## config.mk

```make
export PLATFORM = sky130hd
export DESIGN_NAME = adcsr_top
export DESIGN_NICKNAME = d
export VERILOG_FILES = /design/src/core/adcsr_pkg.sv /design/src/core/adcsr_top.sv /design/src/core/adcsr_shifter.sv
export SDC_FILE = /design/constraint.sdc
export NUM_CORES = 1
export LEC_CHECK = 0
export BUFFER_PORTS_ARGS = -buffer_cell sky130_fd_sc_hd__clkbuf_2
export CAP_MARGIN = 30
export CORE_MARGIN = 8
export CORE_UTILIZATION = 45
export CTS_CLUSTER_SIZE = 20
export DETAILED_ROUTE_END_ITERATION = 8
export GPL_TIMING_DRIVEN = 0
export PLACE_DENSITY_LB_ADDON = 0.3
export SLEW_MARGIN = 25
export SYNTH_ARGS = -nofsm -noshare
export SYNTH_HDL_FRONTEND = slang
export SYNTH_SLANG_ARGS = --single-unit
```

## constraint.sdc

```tcl
create_clock -name SYS_CLK -period 4.9 [get_ports SYS_CLK]
set_input_delay 1.225 -clock SYS_CLK [delete_from_list [all_inputs] [get_ports SYS_CLK]]
set_output_delay 1.225 -clock SYS_CLK [all_outputs]
set_load 0.03 [all_outputs]
```

## src/core/adcsr_pkg.sv

```systemverilog
/*
 Shared constants and types for the converter serial readout and
 power-down control: conversion cycle layout, held-clock thresholds,
 timing figures and their cycle counts, result coding.
 Assumes a single master clock of 100 MHz that is also SYS_CLK.
*/
`default_nettype none

package adcsr_pkg;

    localparam int CLK_PERIOD_NS = 10;
    localparam int RESULT_W = 24;
    localparam int POS_W = 9;
    localparam int TIMER_W = 13;
    localparam int HELD_W = 5;

    // Positions inside one 384-period conversion cycle
    localparam logic [POS_W-1:0] POS_LOAD = 9'h000;
    localparam logic [POS_W-1:0] POS_LOW = 9'h006;
    localparam logic [POS_W-1:0] POS_HIGH = 9'h00c;
    localparam logic [POS_W-1:0] POS_DOUT = 9'h012;
    localparam logic [POS_W-1:0] POS_TAIL = 9'h168;
    localparam logic [POS_W-1:0] POS_LAST = 9'h17f;

    // Conversion periods with the shift clock held high
    localparam logic [HELD_W-1:0] HELD_SYNC = 5'h04;
    localparam logic [HELD_W-1:0] HELD_EXTRA = 5'h10;

    localparam logic [TIMER_W-1:0] SYNC_PULSE = 13'h0003;

    // Times in ns, half master periods included
    localparam int WAKE_TIME_NS = 23185;
    localparam int PD_TIME_NS = 61445;
    localparam int SETTLE_TIME_NS = 20435;

    // Least times round up to whole cycles
    localparam int WAKE_CYCLES = (WAKE_TIME_NS + CLK_PERIOD_NS - 1)
        / CLK_PERIOD_NS;
    localparam int PD_CYCLES = (PD_TIME_NS + CLK_PERIOD_NS - 1)
        / CLK_PERIOD_NS;
    localparam int SETTLE_CYCLES = (SETTLE_TIME_NS + CLK_PERIOD_NS - 1)
        / CLK_PERIOD_NS;

    // Two's complement result codes
    localparam logic [RESULT_W-1:0] CODE_ZERO = 24'h000000;
    localparam logic [RESULT_W-1:0] CODE_NEG_FS = 24'h800000;
    localparam logic [RESULT_W-1:0] CODE_POS_FS = 24'h7fffff;

    typedef enum logic [4:0] {
        ST_RUN = 5'h01,
        ST_SYNC = 5'h02,
        ST_PDOWN = 5'h04,
        ST_WAKE = 5'h08,
        ST_SETTLE = 5'h10
    } adcsr_state_type;

endpackage

`default_nettype wire

```

## src/core/adcsr_top.sv

```systemverilog
/*
 Digital readout and power-down control of a four-channel delta-sigma
 converter: drives the shared data-out/ready pin, serialises results,
 detects the held-high shift clock for sync and power-down, wakes on
 its falling edge and holds off after a channel change.
 Assumes the master clock is SYS_CLK, results arrive from filter logic
 on the same clock, and SCLK and channel selects come from pins.
*/
`timescale 1ns/1ps
`default_nettype none

// Operation
// - power-down needs twenty high conversion periods
// - after four periods, one low pulse, hold
// - sixteen further periods then power-down
// - shift clock falling edge leaves power-down
// - first ready pulse 2318.5 periods after wake
// - 24-bit two's complement, MSB first
// - zero, 800000, 7fffff coding
// - load 6, low 6, high 6, then data
// - pin high 24 periods after data
// - sync pulse lasts three periods
// - power-down 6144.5 periods after last pulse
// - pin high 2043.5 periods after channel change
// - bits change on falling shift edges
// - short read keeps bit, long goes low
// - conversion cycle is 384 periods
module adcsr_top
    import adcsr_pkg::*;
#(
    parameter int PD_DELAY = adcsr_pkg::PD_CYCLES
) (
    input wire logic SYS_CLK,
    input wire logic RST_N,
    input wire logic SCLK,
    input wire logic CHANNEL_SELECT_BIT0,
    input wire logic CHANNEL_SELECT_BIT1,
    input wire logic [adcsr_pkg::RESULT_W-1:0] RESULT_DATA,
    output logic RESULT_LOAD,
    output logic DATA_OUT_READY_PIN,
    output logic MODULATOR_RESET,
    output logic POWER_DOWN
);
    import adcsr_pkg::*;

    localparam logic [TIMER_W-1:0] PD_END = TIMER_W'(PD_DELAY - 1);
    localparam logic [TIMER_W-1:0] WAKE_END =
        TIMER_W'(WAKE_CYCLES - int'(POS_LOW) - 1);
    localparam logic [TIMER_W-1:0] SETTLE_END =
        TIMER_W'(SETTLE_CYCLES - int'(POS_LOW) - 1);
    localparam logic [TIMER_W-1:0] TIMER_MAX = '1;

    function automatic logic fell(input logic prev, input logic now);
        fell = prev & ~now;
    endfunction

    function automatic logic [TIMER_W-1:0] tick(
        input logic [TIMER_W-1:0] t
    );
        tick = (t == TIMER_MAX) ? t : t + 13'h0001;
    endfunction

    adcsr_state_type state_q;
    adcsr_state_type state_d;
    logic [POS_W-1:0] pos_q;
    logic [POS_W-1:0] pos_d;
    logic [HELD_W-1:0] held_q;
    logic [HELD_W-1:0] held_d;
    logic [TIMER_W-1:0] timer_q;
    logic [TIMER_W-1:0] timer_d;
    logic pin_q;
    logic pin_d;
    logic modrst_q;
    logic modrst_d;
    logic pd_q;
    logic pd_d;
    logic sclk_m_q;
    logic sclk_s_q;
    logic sclk_p_q;
    logic [1:0] chan_m_q;
    logic [1:0] chan_s_q;
    logic [1:0] chan_p_q;
    logic sclk_fall;
    logic chan_change;
    logic load;
    logic dout_bit;

    always_ff @(posedge SYS_CLK or negedge RST_N) begin
        if (!RST_N) begin
            sclk_m_q <= 1'b0;
            sclk_s_q <= 1'b0;
            sclk_p_q <= 1'b0;
            chan_m_q <= 2'h0;
            chan_s_q <= 2'h0;
            chan_p_q <= 2'h0;
        end else begin
            sclk_m_q <= SCLK;
            sclk_s_q <= sclk_m_q;
            sclk_p_q <= sclk_s_q;
            chan_m_q <= {CHANNEL_SELECT_BIT1, CHANNEL_SELECT_BIT0};
            chan_s_q <= chan_m_q;
            chan_p_q <= chan_s_q;
        end
    end

    assign sclk_fall = fell(sclk_p_q, sclk_s_q);
    assign chan_change = chan_s_q != chan_p_q;

    // next bit on falling shift edge
    adcsr_shifter #(
        .W(RESULT_W)
    ) u_shifter (
        .clk(SYS_CLK),
        .rst_n(RST_N),
        .load(load),
        .data(RESULT_DATA),
        .shift(sclk_fall && state_q == ST_RUN && pos_q >= POS_DOUT
            && pos_q < POS_TAIL),
        .bit_q(dout_bit)
    );

    always_comb begin
        state_d = state_q;
        pos_d = pos_q;
        held_d = held_q;
        timer_d = timer_q;
        modrst_d = modrst_q;
        pd_d = pd_q;
        load = 1'b0;
        unique case (state_q)
            ST_RUN: begin
                pos_d = (pos_q == POS_LAST) ? POS_LOAD : pos_q + 9'h001;
                load = pos_q == POS_LOAD;
                if (!sclk_s_q) begin
                    held_d = '0;
                end else if (pos_q == POS_LAST && held_q < HELD_SYNC) begin
                    held_d = held_q + 5'h01;
                end
                if (held_q == HELD_SYNC) begin
                    state_d = ST_SYNC;
                    timer_d = '0;
                    modrst_d = 1'b1;
                end else if (chan_change) begin
                    state_d = ST_SETTLE;
                    timer_d = '0;
                    pos_d = POS_LOAD;
                end
            end
            ST_SYNC: begin
                timer_d = tick(timer_q);
                if (sclk_fall) begin
                    state_d = ST_WAKE;
                    timer_d = '0;
                    modrst_d = 1'b0;
                    held_d = '0;
                end else if (timer_q == PD_END) begin
                    // delay counted from the sync pulse
                    state_d = ST_PDOWN;
                    held_d = HELD_SYNC + HELD_EXTRA;
                    pd_d = 1'b1;
                end
            end
            ST_PDOWN: begin
                // wake on shift clock falling edge
                if (sclk_fall) begin
                    state_d = ST_WAKE;
                    timer_d = '0;
                    modrst_d = 1'b0;
                    pd_d = 1'b0;
                    held_d = '0;
                end
            end
            ST_WAKE: begin
                timer_d = tick(timer_q);
                // first low pulse at 2319 cycles
                if (timer_q == WAKE_END) begin
                    state_d = ST_RUN;
                    pos_d = POS_LOAD;
                end
            end
            ST_SETTLE: begin
                timer_d = tick(timer_q);
                // settle hold restarts on each change
                if (chan_change) begin
                    timer_d = '0;
                end else if (timer_q == SETTLE_END) begin
                    state_d = ST_RUN;
                    pos_d = POS_LOAD;
                end
            end
            default: begin
                state_d = ST_RUN;
                pos_d = POS_LOAD;
                timer_d = '0;
                modrst_d = 1'b0;
                pd_d = 1'b0;
            end
        endcase
    end

    always_comb begin
        pin_d = 1'b1;
        unique case (state_q)
            ST_RUN: begin
                if (pos_q >= POS_LOW && pos_q < POS_HIGH) begin
                    pin_d = 1'b0;
                end else if (pos_q >= POS_DOUT && pos_q < POS_TAIL) begin
                    pin_d = dout_bit;
                end else begin
                    pin_d = 1'b1;
                end
            end
            ST_SYNC: begin
                pin_d = timer_q >= SYNC_PULSE;
            end
            default: begin
                pin_d = 1'b1;
            end
        endcase
    end

    always_ff @(posedge SYS_CLK or negedge RST_N) begin
        if (!RST_N) begin
            state_q <= ST_RUN;
            pos_q <= POS_LOAD;
            held_q <= '0;
            timer_q <= '0;
            pin_q <= 1'b1;
            modrst_q <= 1'b0;
            pd_q <= 1'b0;
        end else begin
            state_q <= state_d;
            pos_q <= pos_d;
            held_q <= held_d;
            timer_q <= timer_d;
            pin_q <= pin_d;
            modrst_q <= modrst_d;
            pd_q <= pd_d;
        end
    end

    assign RESULT_LOAD = load;
    assign DATA_OUT_READY_PIN = pin_q;
    assign MODULATOR_RESET = modrst_q;
    assign POWER_DOWN = pd_q;
endmodule

`default_nettype wire

```

## src/core/adcsr_shifter.sv

```systemverilog
/*
 Result shift register: loads a conversion word and moves it out MSB
 first, one bit per shift strobe, then holds the pin level low.
 Assumes load and shift are one-cycle strobes on the same clock.
*/
`timescale 1ns/1ps
`default_nettype none

module adcsr_shifter #(
    parameter int W = 24
) (
    input wire logic clk,
    input wire logic rst_n,
    input wire logic load,
    input wire logic [W-1:0] data,
    input wire logic shift,
    output logic bit_q
);
    logic [W-1:0] sr_q;
    logic [W-1:0] sr_d;
    logic [5:0] cnt_q;
    logic [5:0] cnt_d;
    logic bit_d;

    localparam logic [5:0] LAST = 6'(W - 1);

    always_comb begin
        sr_d = sr_q;
        cnt_d = cnt_q;
        bit_d = bit_q;
        if (load) begin
            sr_d = data;
            cnt_d = 6'h00;
            bit_d = data[W-1];
        end else if (shift) begin
            if (cnt_q < LAST) begin
                sr_d = {sr_q[W-2:0], 1'b0};
                cnt_d = cnt_q + 6'h01;
                bit_d = sr_q[W-2];
            end else begin
                cnt_d = LAST + 6'h01;
                bit_d = 1'b0;
            end
        end
    end

    always_ff @(posedge clk or negedge rst_n) begin
        if (!rst_n) begin
            sr_q <= '0;
            cnt_q <= 6'h00;
            bit_q <= 1'b0;
        end else begin
            sr_q <= sr_d;
            cnt_q <= cnt_d;
            bit_q <= bit_d;
        end
    end
endmodule

`default_nettype wire

```

==> results.sh, run 1 <==
export IMPL_path_class="register to primary output"
export IMPL_drt_initial_drc_count=220
export IMPL_grt_first_pass_wirelength_um=14800
export IMPL_async_flop_share_pct=100
export IMPL_synthesis_area_um2=3890
export IMPL_use_met2_pct=24.4
export IMPL_syn_num_nets=442
export IMPL_crit_path_max_fanout=10
export IMPL_wl_um=8460
export IMPL_timing_final_crit_period_ns=3.65
export IMPL_synth_warnings=0
export IMPL_clock_sinks=74
export IMPL_final_common_cell="dfrtp_1"
export IMPL_grt_use_met1_pct=20.4
export IMPL_yosysTopAreaCell="dfrtp_1"
export IMPL_clock_latency_ns=0.35
export IMPL_ant_nets=0
export IMPL_grt_use_met3_pct=4.08
export IMPL_final_cell_mix="dfrtp_1 (72), a21oi_1 (44), nor2_1 (32), clkbuf_2 (31), mux2i_1 (23)"
export IMPL_drive_above_1_share_pct=14.6
export IMPL_drcViolationCount=0
export IMPL_dieWidth_um=109
export IMPL_place_hpwl_um=6090
export IMPL_antenna_cells=0
export IMPL_synthDistinctLibCells=58
export IMPL_routabilityCongestion=0.874
export IMPL_cts_buffers=9
export IMPL_drv_slew=0
export IMPL_yosys_register_bits=74
export IMPL_ys_top_cells_by_area="dfrtp_1 (46%), mux2i_1 (5.9%), a21oi_1 (5.7%)"
export IMPL_cts_tree="yes"
export IMPL_grt_max_degree=46
export IMPL_clockRootBuffer="clkbuf_8"
export IMPL_cts_max_path_buffers=2
export IMPL_final_period_utilization_pct=74.6
export IMPL_gr_usage_all_layers_pct=15.4
export IMPL_post_cts_setup_buffers=0
export IMPL_tns_ns=0
export IMPL_vias=3186
export IMPL_ios=33
export IMPL_startpoint="state_q[3]"
export IMPL_max_vdd_ir_drop_mv=0.167
export IMPL_clock_fmax_mhz=274
export IMPL_crit_chain="or3_4, nor2_2, nand4_1, inv_1, clkbuf_2"
export IMPL_synth_main_ff_cell="dfrtp_1"
export IMPL_coreArea_um2=8550
export IMPL_clk_pin_slew_worst_paths_ns=0.08
export IMPL_first_global_vias=3133
export IMPL_postCtsHoldBufs=0
export IMPL_cts_max_level=3
export IMPL_viasPerCell=5.68
export IMPL_cts_repair_resized=0
export IMPL_floorplan_die_area_um2=11900
export IMPL_r2r_start="state_q[3]"
export IMPL_cp_arrival_ns=2.43
export IMPL_slowest_stage="dfrtp_1"
export IMPL_overflow=0
export IMPL_min_from="chan_m_q[1]"
export IMPL_worstMarginPinSlew_ns=0.897
export IMPL_die_y_um=109
export IMPL_outcome="complete, no violations"
export IMPL_crit_required_ns=3.67
export IMPL_setup_viol=0
export IMPL_endpoint_kind="primary output"
export IMPL_max_slew_margin_pct=39.9
export IMPL_busiest_layer="met2"
export IMPL_fin_skew_ns=0.00895
export IMPL_synth_edf_count=0
export IMPL_critPathLaunchType="register"
export IMPL_hold_path_class="register to register"
export IMPL_critical_path_max_stage_delay_ns=0.46
export IMPL_power_leakage_nw=2.09
export IMPL_firstDrtPassIters=4
export IMPL_areaGrowthSynthToFinish_pct=13.4
export IMPL_seq_area_frac_synth_pct=47.6
export IMPL_maxCapViolCount=0
export IMPL_dpl_cell_area_um2=4220
export IMPL_nets=486
export IMPL_fp_row_count=34
export IMPL_initial_core_util_pct=45.5
export IMPL_post_drt_wl_per_cell_um=15.1
export IMPL_io_buffers=32
export IMPL_final_area_um2=4410
export IMPL_avgSynthCellArea_um2=9.63
export IMPL_powerDensity_nw_per_um2=429
export IMPL_rsz0062_at_grt="no"
export IMPL_synthCells=404
export IMPL_antenna_found_initial=0
export IMPL_synth_top_cell_area_share_pct=46.3
export IMPL_hold_violations=0
==> layer usage <==
layer | up-vias | part of all wire [%]
met5 | - | 0
li1 | 1560 | -
met1 | 1570 | 48
met2 | 52 | 48
met4 | 0 | 0.57
met3 | 4 | 4.3
==> cell type report <==
class,instances,area (um2)
Sequential cell,74,1850
Buffer,17,70.1
Tap cell,108,135
Fill cell,803,4140
Inverter,19,71.3
Multi-Input combinational cell,294,1900
Timing Repair Buffer,33,190
Clock buffer,11,141
Clock inverter,5,53.8
==> metrics by stage <==
step / worst slack, ns / hold slack (ns) / instances / util, % / power, mW
finish: 1.25 / 0.347 / 561 / 51.6 / 1.89
global route: 1.08 / 0.360 / 561 / 51.6 / 2.04
CTS: 1.25 / 0.350 / 561 / 51.6 / 1.91
detailed placement: 1.64 / 0.335 / 545 / 49.3 / 1.43
global placement: 1.62 / 0.335 / 544 / 49.0 / 1.41
floorplan: 2.04 / 0.331 / 404 / - / 1.26
==> flip-flops by register name, indices dropped and copies added (netlist names) <==
register and cells:
sclk_m_q 1, state_q 5, chan_p_q 2, sclk_s_q 1, timer_q 13, chan_m_q 2
POWER_DOWN 1, u_shifter.cnt_q 6, sclk_p_q 1, u_shifter.sr_q 23, pos_q 9, DATA_OUT_READY_PIN 1
chan_s_q 2, held_q 5, u_shifter.bit_q 1, MODULATOR_RESET 1
==> worst max-delay path: cells and delay by family (launching register included) <==
| kind | cells | cell delay (ns) |
|---|---|---|
| AND/OR/NAND/NOR | 3 | 1.16 |
| buffers and inverters | 2 | 0.46 |
| flip-flops | 1 | 0.46 |
==> synth_stat cells, types with 2 or more instances <==
cell type	instances
and4b_1	2
nand3_1	20
nand4_1	11
and2_1	3
a31oi_1	3
o22ai_1	4
a32o_1	2
and4_1	4
nor2b_1	6
o21ai_1	5
a21o_1	5
o31ai_1	6
dfstp_2	2
nand2b_1	8
nand2_1	20
a21oi_1	44
or3_1	7
buf_2	5
ha_1	9
or4_1	2
o21bai_1	2
o21ai_0	16
a211o_1	2
o31a_1	2
and3_1	8
a21boi_0	2
inv_1	19
nor3b_1	3
nor3_1	8
clkbuf_1	12
mux2i_1	23
o21a_1	3
a32oi_1	2
nor4_1	6
xnor2_1	3
dfrtp_1	72
nor2_1	32
==> worst paths after layout <==
path / endpoint / slack (ns) / cells past startpoint
hold reg to reg: chan_s_q[1] / 0.35 / 0
min in group asynchronous: pos_q[4] / 0.85 / 1
setup / recovery: RESULT_LOAD / 1.25 / 5
hold / removal: chan_s_q[1] / 0.35 / 0
max in group asynchronous: DATA_OUT_READY_PIN / 3.44 / 2
setup reg to reg: u_shifter.bit_q / 2.52 / 6
==> cells by family after synthesis <==
family | Yosys count | synth area share [%]
buffers and inverters | 36 | 3.63
muxes | 24 | 6.20
xor gates and xnor gates | 3 | 0.675
AOI/OAI and AO/OA | 108 | 17.7
and+or+nand+nor | 150 | 21.2
adders and majority gates | 9 | 2.89
DFF | 74 | 47.6
==> where the power goes <==
| group | leakage, nW | total (mW) | internal (mW) | switching, mW |
|---|---|---|---|---|
| clock network | 0.103 | 0.469 | 0.248 | 0.221 |
| registers | 0.933 | 0.843 | 0.751 | 0.0921 |
| logic | 1.05 | 0.581 | 0.217 | 0.365 |
| total | 2.09 | 1.89 | 1.22 | 0.678 |
(Power assumes the default switching activity.)
==> run 2: changes to the inputs <==
clock period = 3.1 ns   (was 4.9 ns; I/O delays follow)
==> results.sh, run 2 (synthesis gave the netlist of run 1 again) <==
export IMPL_postCtsHoldBufs=0
export IMPL_first_global_vias=3135
export IMPL_drt_initial_drc_count=234
export IMPL_hold_path_class="register to register"
export IMPL_worstMarginPinSlew_ns=0.899
export IMPL_crit_path_max_fanout=10
export IMPL_grt_first_pass_wirelength_um=14800
export IMPL_routabilityCongestion=0.874
export IMPL_max_vdd_ir_drop_mv=0.267
export IMPL_dieWidth_um=109
export IMPL_slowest_stage="dfrtp_1"
export IMPL_maxCapViolCount=0
export IMPL_grt_max_degree=46
export IMPL_largest_reg_flops=23
export IMPL_n_fill_cell=798
export IMPL_final_cell_mix="dfrtp_1 (72), a21oi_1 (44), nor2_1 (32), clkbuf_2 (31), mux2i_1 (23)"
export IMPL_post_drt_wl_per_cell_um=15.0
export IMPL_ant_nets=0
export IMPL_startpoint="state_q[3]"
export IMPL_drcViolationCount=0
export IMPL_fin_worst_hold_slack_ns=0.347
export IMPL_rsz0062_at_grt="no"
export IMPL_drive_above_1_share_pct=14.8
export IMPL_coreArea_um2=8550
export IMPL_final_period_utilization_pct=92.8
export IMPL_tns_ns=0
export IMPL_critical_path_max_stage_delay_ns=0.46
export IMPL_nets=487
export IMPL_ios=33
export IMPL_overflow=0
export IMPL_grt_use_met1_pct=20.4
export IMPL_fp_row_count=34
export IMPL_clock_latency_ns=0.35
export IMPL_cp_arrival_ns=2.10
export IMPL_gr_usage_all_layers_pct=15.4
export IMPL_endpoint_kind="primary output"
export IMPL_io_buffers=32
export IMPL_powerDensity_nw_per_um2=680
export IMPL_vias=3185
export IMPL_cts_max_level=3
export IMPL_floorplan_die_area_um2=11900
export IMPL_clock_fmax_mhz=348
export IMPL_wl_um=8430
export IMPL_initial_core_util_pct=45.5
export IMPL_power_leakage_nw=2.10
export IMPL_fin_skew_ns=0.0124
export IMPL_antenna_cells=0
export IMPL_clk_pin_slew_worst_paths_ns=0.08
export IMPL_min_from="chan_m_q[1]"
export IMPL_outcome="complete, no violations"
export IMPL_cts_max_path_buffers=2
export IMPL_hold_violations=0
export IMPL_viasPerCell=5.67
export IMPL_use_met2_pct=24.4
export IMPL_cts_tree="yes"
export IMPL_crit_chain="or3_4, nor2_4, nand4_1, inv_1, clkbuf_2"
export IMPL_max_slew_margin_pct=39.7
export IMPL_top_register="u_shifter.sr_q"
export IMPL_die_y_um=109
export IMPL_setup_viol=0
export IMPL_clockRootBuffer="clkbuf_8"
export IMPL_dp_cells=545
export IMPL_grt_use_met3_pct=4.08
export IMPL_path_class="register to primary output"
export IMPL_timing_final_crit_period_ns=2.88
export IMPL_firstDrtPassIters=4
export IMPL_busiest_layer="met2"
export IMPL_reg_top3="u_shifter.sr_q (23), timer_q (13), pos_q (9)"
export IMPL_r2r_start="pos_q[1]"
export IMPL_cts_buffers=9
export IMPL_areaGrowthSynthToFinish_pct=13.9
export IMPL_antenna_found_initial=0
export IMPL_critPathLaunchType="register"
export IMPL_postLayoutCoreUtil_pct=51.9
export IMPL_crit_required_ns=2.32
export IMPL_place_hpwl_um=6090
export IMPL_finalNonFillerCells=562
export IMPL_clock_sinks=74
export IMPL_drv_slew=0
export IMPL_final_common_cell="dfrtp_1"
## run 2: cell types whose count changed in the layout (fill, tap and decap cells not counted), sizes merged
cell  delta
buf      +1
## run 2: critical path, delay by kind of cell, from the launching register on
kind | cells | cell delay (ns)
buffers and inverters | 2 | 0.40
DFF | 1 | 0.46
and+or+nand+nor | 3 | 0.90
## run 2: where the power goes
part	switching [mW]	leakage [nW]	total [mW]	internal (mW)
Clock	0.350	0.103	0.742	0.391
Combinational	0.583	1.06	0.938	0.355
Sequential	0.146	0.933	1.33	1.19
## run 2: worst paths after layout
kind,end,slack [ns],cells past startpoint
worst max-delay path,RESULT_LOAD,0.22,5
worst min-delay path,chan_s_q[1],0.35,0
worst max register to register,held_q[2],0.76,6
worst min register to register,chan_s_q[1],0.35,0
max in group asynchronous,DATA_OUT_READY_PIN,2.09,2
min in group asynchronous,pos_q[4],0.40,1
## run 2: stage by stage
step | area, um2 | setup slack (ns) | power (mW)
floorplan | 3890 | 0.689 | 2.00
global placement | 4190 | 0.267 | 2.23
detailed placement | 4220 | 0.290 | 2.27
CTS | 4420 | 0.0234 | 3.02
global route | 4430 | 0.0959 | 3.24
finish | 4430 | 0.223 | 3.01
## run 2: what timing repair did
| action | in CTS | in global routing |
|---|---|---|
| endpoints found under the setup margin | 1 | 1 |
| pin swaps | 0 | 1 |
| gates resized for setup | 1 | 1 |
| buffers inserted | 0 | 1 |
## run 2: layer usage
metal | up-vias | routed length, um
met4 | 0 | 111
li1 | 1564 | -
met2 | 58 | 4000
met3 | 8 | 378
met5 | - | 0
met1 | 1555 | 3940
## run 2: area by class of cell
| class | instances | area, um2 | area share [%] |
|---|---|---|---|
| multi-input combinational | 294 | 1910 | 43.1 |
| sequential | 74 | 1850 | 41.8 |
| timing repair buffer | 34 | 198 | 4.46 |
| clock buffer | 11 | 141 | 3.19 |
| tap | 108 | 135 | 3.05 |
| inverter | 19 | 71.3 | 1.61 |
| buffer | 17 | 70.1 | 1.58 |
| clock inverter | 5 | 53.8 | 1.21 |
